[src/pkg/sbcwd_consts.vh]
// Constants for the mode control, status and watchdog block.
// Assumes inclusion by bare name from the rtl files.
`ifndef SBCWD_CONSTS_VH
`define SBCWD_CONSTS_VH

// Register addresses
`define SBCWD_ADDR_WDCFG   7'h00
`define SBCWD_ADDR_MODE    7'h01
`define SBCWD_ADDR_STATUS  7'h03

// Field positions
`define SBCWD_WMC_MSB      7
`define SBCWD_WMC_LSB      5
`define SBCWD_NWP_MSB      3
`define SBCWD_NWP_LSB      0
`define SBCWD_OTW_BIT      6
`define SBCWD_NMS_BIT      5

// Operating mode codes
`define SBCWD_MC_SLEEP     3'h1
`define SBCWD_MC_STANDBY   3'h4
`define SBCWD_MC_NORMAL    3'h7

// Watchdog mode codes
`define SBCWD_WMC_AUTO     3'h1
`define SBCWD_WMC_TIMEOUT  3'h2
`define SBCWD_WMC_WINDOW   3'h4

// Watchdog period codes
`define SBCWD_NWP_8        4'h8
`define SBCWD_NWP_16       4'h1
`define SBCWD_NWP_32       4'h2
`define SBCWD_NWP_64       4'hB
`define SBCWD_NWP_128      4'h4
`define SBCWD_NWP_256      4'hD
`define SBCWD_NWP_1024     4'hE
`define SBCWD_NWP_4096     4'h7

// Reset values
`define SBCWD_NWP_RESET    4'h4
`define SBCWD_WMC_RESET    3'h2
`define SBCWD_MC_RESET     3'h4

// Reset cause codes
`define SBCWD_RSS_POWERON  5'h00
`define SBCWD_RSS_WD_SLEEP 5'h0C
`define SBCWD_RSS_EARLY    5'h0E
`define SBCWD_RSS_OVERFLOW 5'h0F
`define SBCWD_RSS_ILLEGAL  5'h10

// Timing: system clock period and watchdog time base, in ns
`define SBCWD_CLK_NS       10
`define SBCWD_MS_NS        1000000
`define SBCWD_MS_CYCLES    (`SBCWD_MS_NS / `SBCWD_CLK_NS)

`endif

[src/rtl/sbcwd_period_timer.v]
// Watchdog period timer counting millisecond ticks.
// Assumes tick is a one-cycle enable on the same clock.
`include "sbcwd_consts.vh"

module sbcwd_period_timer #(
    parameter CW = 13
) (
    // Clock and reset
    input  wire          clk_sys,
    input  wire          reset_output_pin,
    // Control
    input  wire          run,
    input  wire          restart,
    input  wire          tick,
    input  wire [CW-1:0] periodMs,
    // Status
    output reg           firstHalfQ,
    output reg           overflowQ
);

    reg  [CW-1:0] countQ;
    wire [CW-1:0] lastCount;
    wire [CW-1:0] halfCount;

    assign lastCount = periodMs - {{(CW-1){1'b0}}, 1'b1};
    assign halfCount = {1'b0, periodMs[CW-1:1]};

    // Count ms ticks, restart on trigger, wrap on overflow
    always @(posedge clk_sys or negedge reset_output_pin) begin
        if (!reset_output_pin) begin
            countQ     <= {CW{1'b0}};
            firstHalfQ <= 1'b1;
            overflowQ  <= 1'b0;
        end else begin
            overflowQ <= 1'b0;
            if (!run || restart) begin
                countQ     <= {CW{1'b0}};
                firstHalfQ <= 1'b1;
            end else if (tick) begin
                if (countQ == lastCount) begin
                    countQ     <= {CW{1'b0}};
                    firstHalfQ <= 1'b1;
                    overflowQ  <= 1'b1;
                end else begin
                    countQ     <= countQ + {{(CW-1){1'b0}}, 1'b1};
                    firstHalfQ <= (countQ + {{(CW-1){1'b0}}, 1'b1})
                                  < halfCount;
                end
            end
        end
    end

endmodule // sbcwd_period_timer

[src/rtl/sbcwd_mode_watchdog.v]
// Operating mode control, main status, reset cause and watchdog.
// Assumes a register port already decoded from serial frames,
// same clock; analog and strap inputs arrive asynchronously.
//
// Contract
// RULE1 - Mode codes: 001 Sleep, 100 Standby, 111 Normal
// RULE2 - Mode register sits at address 0x01
// RULE3 - Bit 6 reads overtemperature warning state
// RULE4 - Bit 5 set until Normal first entered
// RULE5 - Bits 4:0 hold reset cause, 00000 power-on
// RULE6 - Sleep wake-up causes use codes 00001-01101
// RULE7 - Early trigger 01110, overflow 01111, illegal 10000
// RULE8 - Pin, overload, undervoltage, sleep, fail-safe codes
// RULE9 - Watchdog mode codes 001, 010, 100
// RULE10 - Timeout mode: any trigger restarts timer
// RULE11 - Autonomous: off or Timeout by chip state
// RULE12 - Watchdog config changes only in Standby
// RULE13 - Window acts as Timeout outside Normal
// RULE14 - Mode change in Normal forces reset, 10000
// RULE15 - Period field encodes eight periods 8-4096 ms
// RULE16 - Period defaults to 128 ms
// RULE17 - Valid watchdog register write is a trigger
// RULE18 - New mode and period apply immediately
// RULE19 - Mode defaults Timeout, Autonomous with development
// RULE20 - Window: early trigger or overflow resets
// RULE21 - Invalid mode or period code discarded, flagged
// RULE22 - Development plus Autonomous keeps watchdog off
// RULE23 - Reserved bits read zero, writes ignored
`include "sbcwd_consts.vh"

module sbcwd_mode_watchdog #(
    parameter MS_CYCLES = `SBCWD_MS_CYCLES
) (
    // Clock and reset
    input  wire       clk_sys,
    input  wire       reset_output_pin,
    // Register port
    input  wire       regWrite,
    input  wire       regRead,
    input  wire [6:0] regAddr,
    input  wire [7:0] regWdata,
    output reg  [7:0] regRdataQ,
    output reg        regRvalidQ,
    // Asynchronous inputs
    input  wire       overtempWarn,
    input  wire       softwareDevelopmentEnable,
    // Chip context, same clock
    input  wire       hostIntPending,
    input  wire       extResetValid,
    input  wire [4:0] extResetCause,
    // Outputs
    output reg  [2:0] operatingModeQ,
    output reg        chipResetQ,
    output reg        spiFailQ,
    output reg        watchdogActiveQ,
    output reg        windowActiveQ
);

    localparam CW = 13;

    // Watchdog behaviour states, one-hot
    localparam WD_OFF     = 3'b001;
    localparam WD_TIMEOUT = 3'b010;
    localparam WD_WINDOW  = 3'b100;

    reg  [2:0]    wdModeQ;
    reg  [3:0]    wdPeriodQ;
    reg           notYetNormalQ;
    reg  [4:0]    resetCauseQ;
    reg           otwMetaQ;
    reg           otwSyncQ;
    reg           sdmMetaQ;
    reg           sdmSyncQ;
    reg           sdmQ;
    reg           sdmCapturedQ;
    reg  [1:0]    sdmWaitQ;
    reg  [16:0]   divCountQ;
    reg           msTickQ;
    reg           triggerQ;
    reg  [2:0]    wdState;
    reg  [CW-1:0] periodMs;
    reg           modeValid;
    reg           periodValid;
    wire          firstHalf;
    wire          overflow;
    wire          wdWrite;
    wire          modeWrite;
    wire [2:0]    newWdMode;
    wire [3:0]    newPeriod;
    wire [2:0]    newOpMode;
    wire          cfgValid;
    wire          inNormal;
    wire          inStandby;
    wire          inSleep;
    wire          earlyTrigger;
    wire          illegalChange;
    wire          wdReset;

    assign wdWrite   = regWrite && (regAddr == `SBCWD_ADDR_WDCFG);
    assign modeWrite = regWrite && (regAddr == `SBCWD_ADDR_MODE); // RULE2
    assign newWdMode = regWdata[`SBCWD_WMC_MSB:`SBCWD_WMC_LSB];
    assign newPeriod = regWdata[`SBCWD_NWP_MSB:`SBCWD_NWP_LSB];
    assign newOpMode = regWdata[2:0];
    assign inNormal  = (operatingModeQ == `SBCWD_MC_NORMAL);
    assign inStandby = (operatingModeQ == `SBCWD_MC_STANDBY);
    assign inSleep   = (operatingModeQ == `SBCWD_MC_SLEEP);

    // Decode the written watchdog mode code
    always @* begin
        case (newWdMode)
            `SBCWD_WMC_AUTO:    modeValid = 1'b1; // RULE9
            `SBCWD_WMC_TIMEOUT: modeValid = 1'b1;
            `SBCWD_WMC_WINDOW:  modeValid = 1'b1;
            default:            modeValid = 1'b0; // RULE21
        endcase
    end

    // Decode the written period code
    always @* begin
        case (newPeriod)
            `SBCWD_NWP_8, `SBCWD_NWP_16, `SBCWD_NWP_32,
            `SBCWD_NWP_64, `SBCWD_NWP_128, `SBCWD_NWP_256,
            `SBCWD_NWP_1024, `SBCWD_NWP_4096: periodValid = 1'b1;
            default:                           periodValid = 1'b0;
        endcase
    end

    assign cfgValid = modeValid && periodValid; // RULE21

    // Stored period code to length in ms
    always @* begin
        case (wdPeriodQ)
            `SBCWD_NWP_8:    periodMs = 13'd8; // RULE15
            `SBCWD_NWP_16:   periodMs = 13'd16;
            `SBCWD_NWP_32:   periodMs = 13'd32;
            `SBCWD_NWP_64:   periodMs = 13'd64;
            `SBCWD_NWP_256:  periodMs = 13'd256;
            `SBCWD_NWP_1024: periodMs = 13'd1024;
            `SBCWD_NWP_4096: periodMs = 13'd4096;
            default:         periodMs = 13'd128;
        endcase
    end

    // Effective watchdog behaviour from mode and chip state
    always @* begin
        wdState = WD_OFF;
        if (inNormal || inStandby || inSleep) begin
            case (wdModeQ)
                `SBCWD_WMC_WINDOW: begin
                    if (inNormal) begin
                        wdState = WD_WINDOW; // RULE13
                    end else begin
                        wdState = WD_TIMEOUT; // RULE13
                    end
                end
                `SBCWD_WMC_TIMEOUT: wdState = WD_TIMEOUT; // RULE10
                `SBCWD_WMC_AUTO: begin
                    if (sdmQ) begin
                        wdState = WD_OFF; // RULE22
                    end else if (inNormal ||
                                 (inStandby && hostIntPending)) begin
                        wdState = WD_TIMEOUT; // RULE11
                    end else begin
                        wdState = WD_OFF; // RULE11
                    end
                end
                default: wdState = WD_OFF;
            endcase
        end
    end

    // Two-flop synchronisers for analog flag and strap
    always @(posedge clk_sys or negedge reset_output_pin) begin
        if (!reset_output_pin) begin
            otwMetaQ <= 1'b0;
            otwSyncQ <= 1'b0;
            sdmMetaQ <= 1'b0;
            sdmSyncQ <= 1'b0;
            sdmWaitQ <= 2'h0;
        end else begin
            otwMetaQ <= overtempWarn;
            otwSyncQ <= otwMetaQ;
            sdmMetaQ <= softwareDevelopmentEnable;
            sdmSyncQ <= sdmMetaQ;
            if (sdmWaitQ != 2'h2) begin
                sdmWaitQ <= sdmWaitQ + 2'h1; // Strap settle count
            end
        end
    end

    // Millisecond time base from the system clock
    always @(posedge clk_sys or negedge reset_output_pin) begin
        if (!reset_output_pin) begin
            divCountQ <= 17'h00000;
            msTickQ   <= 1'b0;
        end else if (divCountQ == MS_CYCLES[16:0] - 17'h00001) begin
            divCountQ <= 17'h00000;
            msTickQ   <= 1'b1;
        end else begin
            divCountQ <= divCountQ + 17'h00001;
            msTickQ   <= 1'b0;
        end
    end

    assign earlyTrigger  = wdWrite && cfgValid && (wdState == WD_WINDOW)
                           && firstHalf; // RULE20
    assign illegalChange = wdWrite && cfgValid && inNormal
                           && (newWdMode != wdModeQ); // RULE14
    assign wdReset       = overflow && (wdState != WD_OFF);

    // Period timer; restarted by triggers and chip resets, held clear while off
    sbcwd_period_timer #(
        .CW         (CW)
    ) u_timer (
        .clk_sys    (clk_sys),
        .reset_output_pin       (reset_output_pin),
        .run        (wdState != WD_OFF),
        .restart    (triggerQ || chipResetQ),
        .tick       (msTickQ),
        .periodMs   (periodMs),
        .firstHalfQ (firstHalf),
        .overflowQ  (overflow)
    );

    // Watchdog configuration register and triggers
    always @(posedge clk_sys or negedge reset_output_pin) begin
        if (!reset_output_pin) begin
            wdModeQ      <= `SBCWD_WMC_RESET; // RULE19
            wdPeriodQ    <= `SBCWD_NWP_RESET; // RULE16
            sdmQ         <= 1'b0;
            sdmCapturedQ <= 1'b0;
            triggerQ     <= 1'b0;
            spiFailQ     <= 1'b0;
        end else begin
            triggerQ <= 1'b0;
            spiFailQ <= 1'b0;
            if (!sdmCapturedQ) begin
                // Strap taken once, after synchroniser settles
                if (sdmWaitQ == 2'h2) begin
                    sdmCapturedQ <= 1'b1;
                    sdmQ         <= sdmSyncQ;
                    if (sdmSyncQ) begin
                        wdModeQ <= `SBCWD_WMC_AUTO; // RULE19
                    end
                end
            end else if (chipResetQ) begin
                wdPeriodQ <= `SBCWD_NWP_RESET; // RULE16
                if (sdmQ) begin
                    wdModeQ <= `SBCWD_WMC_AUTO; // RULE19
                end else begin
                    wdModeQ <= `SBCWD_WMC_RESET; // RULE19
                end
            end else if (wdWrite) begin
                if (!cfgValid) begin
                    spiFailQ <= 1'b1; // RULE21
                end else begin
                    triggerQ <= 1'b1; // RULE17
                    if (inStandby) begin
                        wdModeQ   <= newWdMode; // RULE12 RULE18
                        wdPeriodQ <= newPeriod; // RULE18
                    end
                end
            end
        end
    end

    // Operating mode, not-yet-normal flag, reset cause, reset pulse
    always @(posedge clk_sys or negedge reset_output_pin) begin
        if (!reset_output_pin) begin
            operatingModeQ <= `SBCWD_MC_RESET;
            notYetNormalQ  <= 1'b1; // RULE4
            resetCauseQ    <= `SBCWD_RSS_POWERON; // RULE5
            chipResetQ     <= 1'b0;
        end else begin
            chipResetQ <= 1'b0;
            if (illegalChange) begin
                resetCauseQ    <= `SBCWD_RSS_ILLEGAL; // RULE7 RULE14
                chipResetQ     <= 1'b1;
                operatingModeQ <= `SBCWD_MC_STANDBY;
            end else if (earlyTrigger) begin
                resetCauseQ    <= `SBCWD_RSS_EARLY; // RULE7 RULE20
                chipResetQ     <= 1'b1;
                operatingModeQ <= `SBCWD_MC_STANDBY;
            end else if (wdReset) begin
                if (inSleep) begin
                    resetCauseQ <= `SBCWD_RSS_WD_SLEEP; // RULE6
                end else begin
                    resetCauseQ <= `SBCWD_RSS_OVERFLOW; // RULE7 RULE20
                end
                chipResetQ     <= 1'b1;
                operatingModeQ <= `SBCWD_MC_STANDBY;
            end else if (extResetValid) begin
                resetCauseQ    <= extResetCause; // RULE6 RULE8
                chipResetQ     <= 1'b1;
                operatingModeQ <= `SBCWD_MC_STANDBY;
            end else if (modeWrite) begin
                case (newOpMode)
                    `SBCWD_MC_SLEEP, `SBCWD_MC_STANDBY: begin
                        operatingModeQ <= newOpMode; // RULE1
                    end
                    `SBCWD_MC_NORMAL: begin
                        operatingModeQ <= newOpMode; // RULE1
                        notYetNormalQ  <= 1'b0; // RULE4
                    end
                    default: operatingModeQ <= operatingModeQ;
                endcase
            end
        end
    end

    // Register read data; reserved bits zero
    always @(posedge clk_sys or negedge reset_output_pin) begin
        if (!reset_output_pin) begin
            regRdataQ  <= 8'h00;
            regRvalidQ <= 1'b0;
        end else begin
            regRvalidQ <= regRead;
            if (!regRead) begin
                regRdataQ <= regRdataQ;
            end else if (regAddr == `SBCWD_ADDR_WDCFG) begin
                regRdataQ <= {wdModeQ, 1'b0, wdPeriodQ}; // RULE23
            end else if (regAddr == `SBCWD_ADDR_MODE) begin
                regRdataQ <= {5'h00, operatingModeQ}; // RULE2 RULE23
            end else if (regAddr == `SBCWD_ADDR_STATUS) begin
                regRdataQ <= {1'b0, otwSyncQ, notYetNormalQ,
                              resetCauseQ}; // RULE3 RULE4 RULE5
            end else begin
                regRdataQ <= 8'h00;
            end
        end
    end

    // Watchdog status outputs
    always @(posedge clk_sys or negedge reset_output_pin) begin
        if (!reset_output_pin) begin
            watchdogActiveQ <= 1'b0;
            windowActiveQ   <= 1'b0;
        end else begin
            watchdogActiveQ <= (wdState != WD_OFF);
            windowActiveQ   <= (wdState == WD_WINDOW);
        end
    end

endmodule // sbcwd_mode_watchdog

[config.mk]
export PLATFORM = sky130hd
export DESIGN_NAME = sbcwd_mode_watchdog
export DESIGN_NICKNAME = d
export VERILOG_FILES = /design/src/rtl/sbcwd_period_timer.v /design/src/rtl/sbcwd_mode_watchdog.v
export VERILOG_INCLUDE_DIRS = /design/src /design/src/pkg
export SDC_FILE = /design/constraint.sdc
export NUM_CORES = 1
export LEC_CHECK = 0
export BUFFER_PORTS_ARGS = -buffer_cell sky130_fd_sc_hd__buf_2
export CAP_MARGIN = 20
export CORE_UTILIZATION = 55
export DETAILED_ROUTE_END_ITERATION = 8
export PLACE_DENSITY = 0.76
export SYNTH_ARGS = -nofsm -noshare
export SYNTH_HDL_FRONTEND = slang
export SYNTH_SLANG_ARGS = --single-unit
export TNS_END_PERCENT = 30
[constraint.sdc]
create_clock -name clk_sys -period 8.5 [get_ports clk_sys]
set_clock_uncertainty 0.05 [all_clocks]
set_input_delay 0.425 -clock clk_sys [delete_from_list [all_inputs] [get_ports clk_sys]]
set_output_delay 0.425 -clock clk_sys [all_outputs]
set_load 0.01 [all_outputs]
==> flow_metrics.tcl <==
set metrics [dict create \
    outcome "completed" \
    report.power.total_w 0.0007020 \
    power.share.clock_pct 42.8 \
    detailed_place.area_um2 4442 \
    path_max_fanout 23 \
    crit_family "simple AND/OR/NAND/NOR gates" \
    start_util_pct 57.62 \
    ys.warnings.count 0 \
    timing.critical_path.slowest_cell_delay_ps 800 \
    cts_num_sinks 71 \
    part_of_the_total_power_dissipated_in_sequential_elements_pct 50.0 \
    layout.cells.most_common_list "66 x sky130_fd_sc_hd__dfrtp_1, 42 x sky130_fd_sc_hd__buf_2, 37 x sky130_fd_sc_hd__nor2_1" \
    dp_hpwl_um 6568 \
    synth_seq_area_share_pct 42.21 \
    async_reset_ff_share_pct 100.0 \
    ctsHtreeMaxLevel 3 \
    dp_slack_ps 5029 \
    tritoncts "built" \
    synth-main-ff-cell "sky130_fd_sc_hd__dfrtp_1" \
    clkSlewWorstSetupHoldPaths_ps 80 \
    fin_tns_setup_ps 0 \
    residual_drc 0 \
    layout-area-overhead-vs-synth_pct 10.40 \
    timing.slew.headroom_pct 40.20 \
    crit_chain "or4b_2 -> ha_1 -> xnor2_1 -> xnor2_1 -> nor4_2 -> and4_1 -> a31oi_4 -> and3_2 -> a221o_1" \
    reg2reg_from "wdPeriodQ[1]" \
    tritoncts.num_buffers 9 \
    synth.lib_cells_used.distinct 73 \
    drt-pass1-iter-count 4 \
    hold_path_startpoint "softwareDevelopmentEnable" \
    setup_viol 0 \
    routed_wl_um 8896 \
    yosys.area_share.adder_pct 4.147 \
    p_sw_share_pct 24.20 \
    routedWlPerCell_um 15.83 \
    die_h_um 89.64 \
    hold_path_cells 1 \
    syn_avg_cell_area_um2 9.939 \
    row_count 31 \
    timing.hold.worst_endpoint "sdmMetaQ" \
    fin_ws_ps 5009 \
    r2r_setup_slack_ps 5010 \
    port_buffers 42 \
    compound_gate_fraction_of_synth_area_pct 13.86 \
    max_cap_violations 0 \
    combinational_family_with_the_most_area_after_synthesis "simple AND/OR/NAND/NOR gates" \
    period_needed_ps 3491 \
    cts_resized 0 \
    postCtsSetupBuffers 0 \
    cp_data_arrival_time_ps 3680 \
    die_x_um 89.64 \
    post_synthesis_simple_gate_area_fraction_pct 24.47 \
    grt_setup_unrepaired "false" \
    timing.critical_path.from_type "flip-flop" \
    fp.coreArea_um2 7331 \
    timing.critical_path.buf_inv 0 \
    postCtsHoldBufs 0 \
    report.final.slew_viol_count 0 \
    worst-endpoint-required_ps 8680 \
    antenna_cells 0 \
    cp-end-kind "flip-flop" \
    cp_common_cell "sky130_fd_sc_hd__xnor2_1" \
    pwr_dens_nw_per_um2 150.5 \
    clockBufferDepth 2 \
    p_int_w 0.0005321 \
    dr.first_iter.drc_count 163 \
    antenna_found_initial 0 \
    cts.root.buffer_cell "sky130_fd_sc_hd__clkbuf_8" \
    ys_seq_elements 71 \
    vias 3212 \
    final_nets 500 \
    design_area_um2 4663 \
    grt_pass1_vias 3150 \
    min_path_type "primary input to flip-flop" \
    finalHoldViolCount 0 \
    capturing_point_of_the_worst_reg2reg_path "u_timer.countQ[11]" \
    synth_xor_area_share_pct 8.264 \
    fill_cells 590 \
    drive_above_1_share_pct 20.95 \
    switching_power_w 0.0001699 \
    rr_worst_depth 9 \
    vias_per_cell 5.715 \
    synth_enable_flop_cells 0 \
    synth.area.mux_share_pct 2.251 \
    layout_commonest_cell "sky130_fd_sc_hd__dfrtp_1" \
    grt.total_usage_pct 24.71 \
    grt_start_max_net_pins 72 \
    dieArea_um2 8034 \
    power.share.combinational_pct 7.2 \
    grt_overflow_total 0 \
    place.gp.congestion 0.8693 \
    slowest_stage "sky130_fd_sc_hd__or4b_2" \
    cp_class "flip-flop to flip-flop" \
    ir_drop_worst_case_vdd_mv 0.1136 \
    insertion_delay_ps 350 \
    leakage_nw 2.109 \
    synthesis.instances 425 \
    top_level_ports 44 \
    net_count_after_synthesis 467 \
    fin_crit_sh_pct 41.07 \
    antenna_left 0 \
    worst_pin_slew_ps 893.7 \
    wire_length_of_the_first_global_routing_pass_um 14720 \
    post_synth_instance_area_um2 4224 \
    fmax_mhz 286.5 \
]
==> registers in the layout (all words and copies together), names as in the netlist, 2 cells and up <==
register / cells
sdmWaitQ: 2
regRdataQ: 8
divCountQ: 17
resetCauseQ: 5
wdModeQ: 3
operatingModeQ: 3
u_timer.countQ: 13
wdPeriodQ: 4
==> Yosys cell counts, types with 5 or more instances <==
cell	count	share of area [%]
sky130_fd_sc_hd__dfrtp_1	66	39
sky130_fd_sc_hd__nor2b_1	10	1.5
sky130_fd_sc_hd__clkbuf_1	8	0.71
sky130_fd_sc_hd__buf_2	6	0.71
sky130_fd_sc_hd__a22oi_1	7	1.2
sky130_fd_sc_hd__o21ai_0	13	1.5
sky130_fd_sc_hd__a21oi_1	14	1.7
sky130_fd_sc_hd__and3_1	9	1.3
sky130_fd_sc_hd__xnor2_1	20	4.1
sky130_fd_sc_hd__mux2i_1	5	1.2
sky130_fd_sc_hd__nand3_1	21	2.5
sky130_fd_sc_hd__nand4b_1	5	1.0
sky130_fd_sc_hd__xor2_1	18	3.7
sky130_fd_sc_hd__nor3_1	8	0.95
sky130_fd_sc_hd__dfstp_2	5	3.1
sky130_fd_sc_hd__o22ai_1	5	0.74
sky130_fd_sc_hd__inv_1	21	1.9
sky130_fd_sc_hd__and2_1	5	0.74
sky130_fd_sc_hd__a221o_1	6	1.4
sky130_fd_sc_hd__nand4_1	5	0.74
sky130_fd_sc_hd__nand2_1	30	2.7
sky130_fd_sc_hd__nor2_1	37	3.3
sky130_fd_sc_hd__ha_1	14	4.1
==> worst max-delay path by stage <==
stage / start / cells after the start / end / slack (ps)
after floorplan: wdPeriodQ[1] / 12 / u_timer.countQ[11] / 5300
after global placement: wdPeriodQ[1] / 9 / u_timer.countQ[11] / 5080
after detailed placement: wdPeriodQ[1] / 9 / u_timer.countQ[11] / 5030
after CTS: wdPeriodQ[1] / 9 / u_timer.countQ[11] / 5010
after global routing: wdPeriodQ[1] / 9 / u_timer.countQ[11] / 4840
final: wdPeriodQ[1] / 9 / u_timer.countQ[11] / 5010
==> metrics by stage <==
step,utilization (%),hold slack [ps],std cells
final,63.61,130.4,562
after global routing,63.61,103.4,562
after CTS,63.61,104.5,562
after detailed placement,60.59,287.3,546
after global placement,60.59,283.5,546
after floorplan,-,79.41,425
==> worst register-to-register path, stage by stage (launching register included) <==
cell,delay (ps)
sky130_fd_sc_hd__dfrtp_1,630
sky130_fd_sc_hd__or4b_2,810
sky130_fd_sc_hd__ha_1,330
sky130_fd_sc_hd__xnor2_1,240
sky130_fd_sc_hd__xnor2_1,100
sky130_fd_sc_hd__nor4_2,180
sky130_fd_sc_hd__and4_1,300
sky130_fd_sc_hd__a31oi_4,220
sky130_fd_sc_hd__and3_2,280
sky130_fd_sc_hd__a221o_1,250
==> per-layer routing <==
| metal | GRT usage (%) | vias up | wire (um) |
|---|---|---|---|
| li1 | - | 1590 | - |
| met1 | 31.58 | 1544 | 4040 |
| met2 | 41.25 | 70 | 4313 |
| met3 | 6.307 | 8 | 448 |
| met4 | 8.081 | 0 | 94 |
| met5 | 0 | - | 0 |
==> final cells by class <==
class / instances / area, um2 / share of cell area (%)
Clock inverter: 6 / 93.84 / 2.012
Clock buffer: 10 / 127.6 / 2.737
Sequential cell: 71 / 1783 / 38.23
Tap cell: 99 / 123.9 / 2.656
Timing Repair Buffer: 43 / 217.7 / 4.669
Multi-Input combinational cell: 312 / 2238 / 48.00
Inverter: 21 / 78.83 / 1.690
==> power groups by stage <==
stage                     Sequential, W  Combinational, W  Clock [W]
final                          0.000351         0.0000503   0.000301
after global routing           0.000352         0.0000570   0.000324
after CTS                      0.000351         0.0000512   0.000310
after detailed placement       0.000358         0.0000509          0
after global placement         0.000358         0.0000497          0
after floorplan                0.000357         0.0000277          0
==> cells by family after synthesis <==
logic type	Yosys count
buf+inv	42
simple gates	171
fa+ha+maj	14
mux	9
xor+xnor	39
compound gates	79
flops	71
No activity file was read; power rests on OpenSTA's default activity.
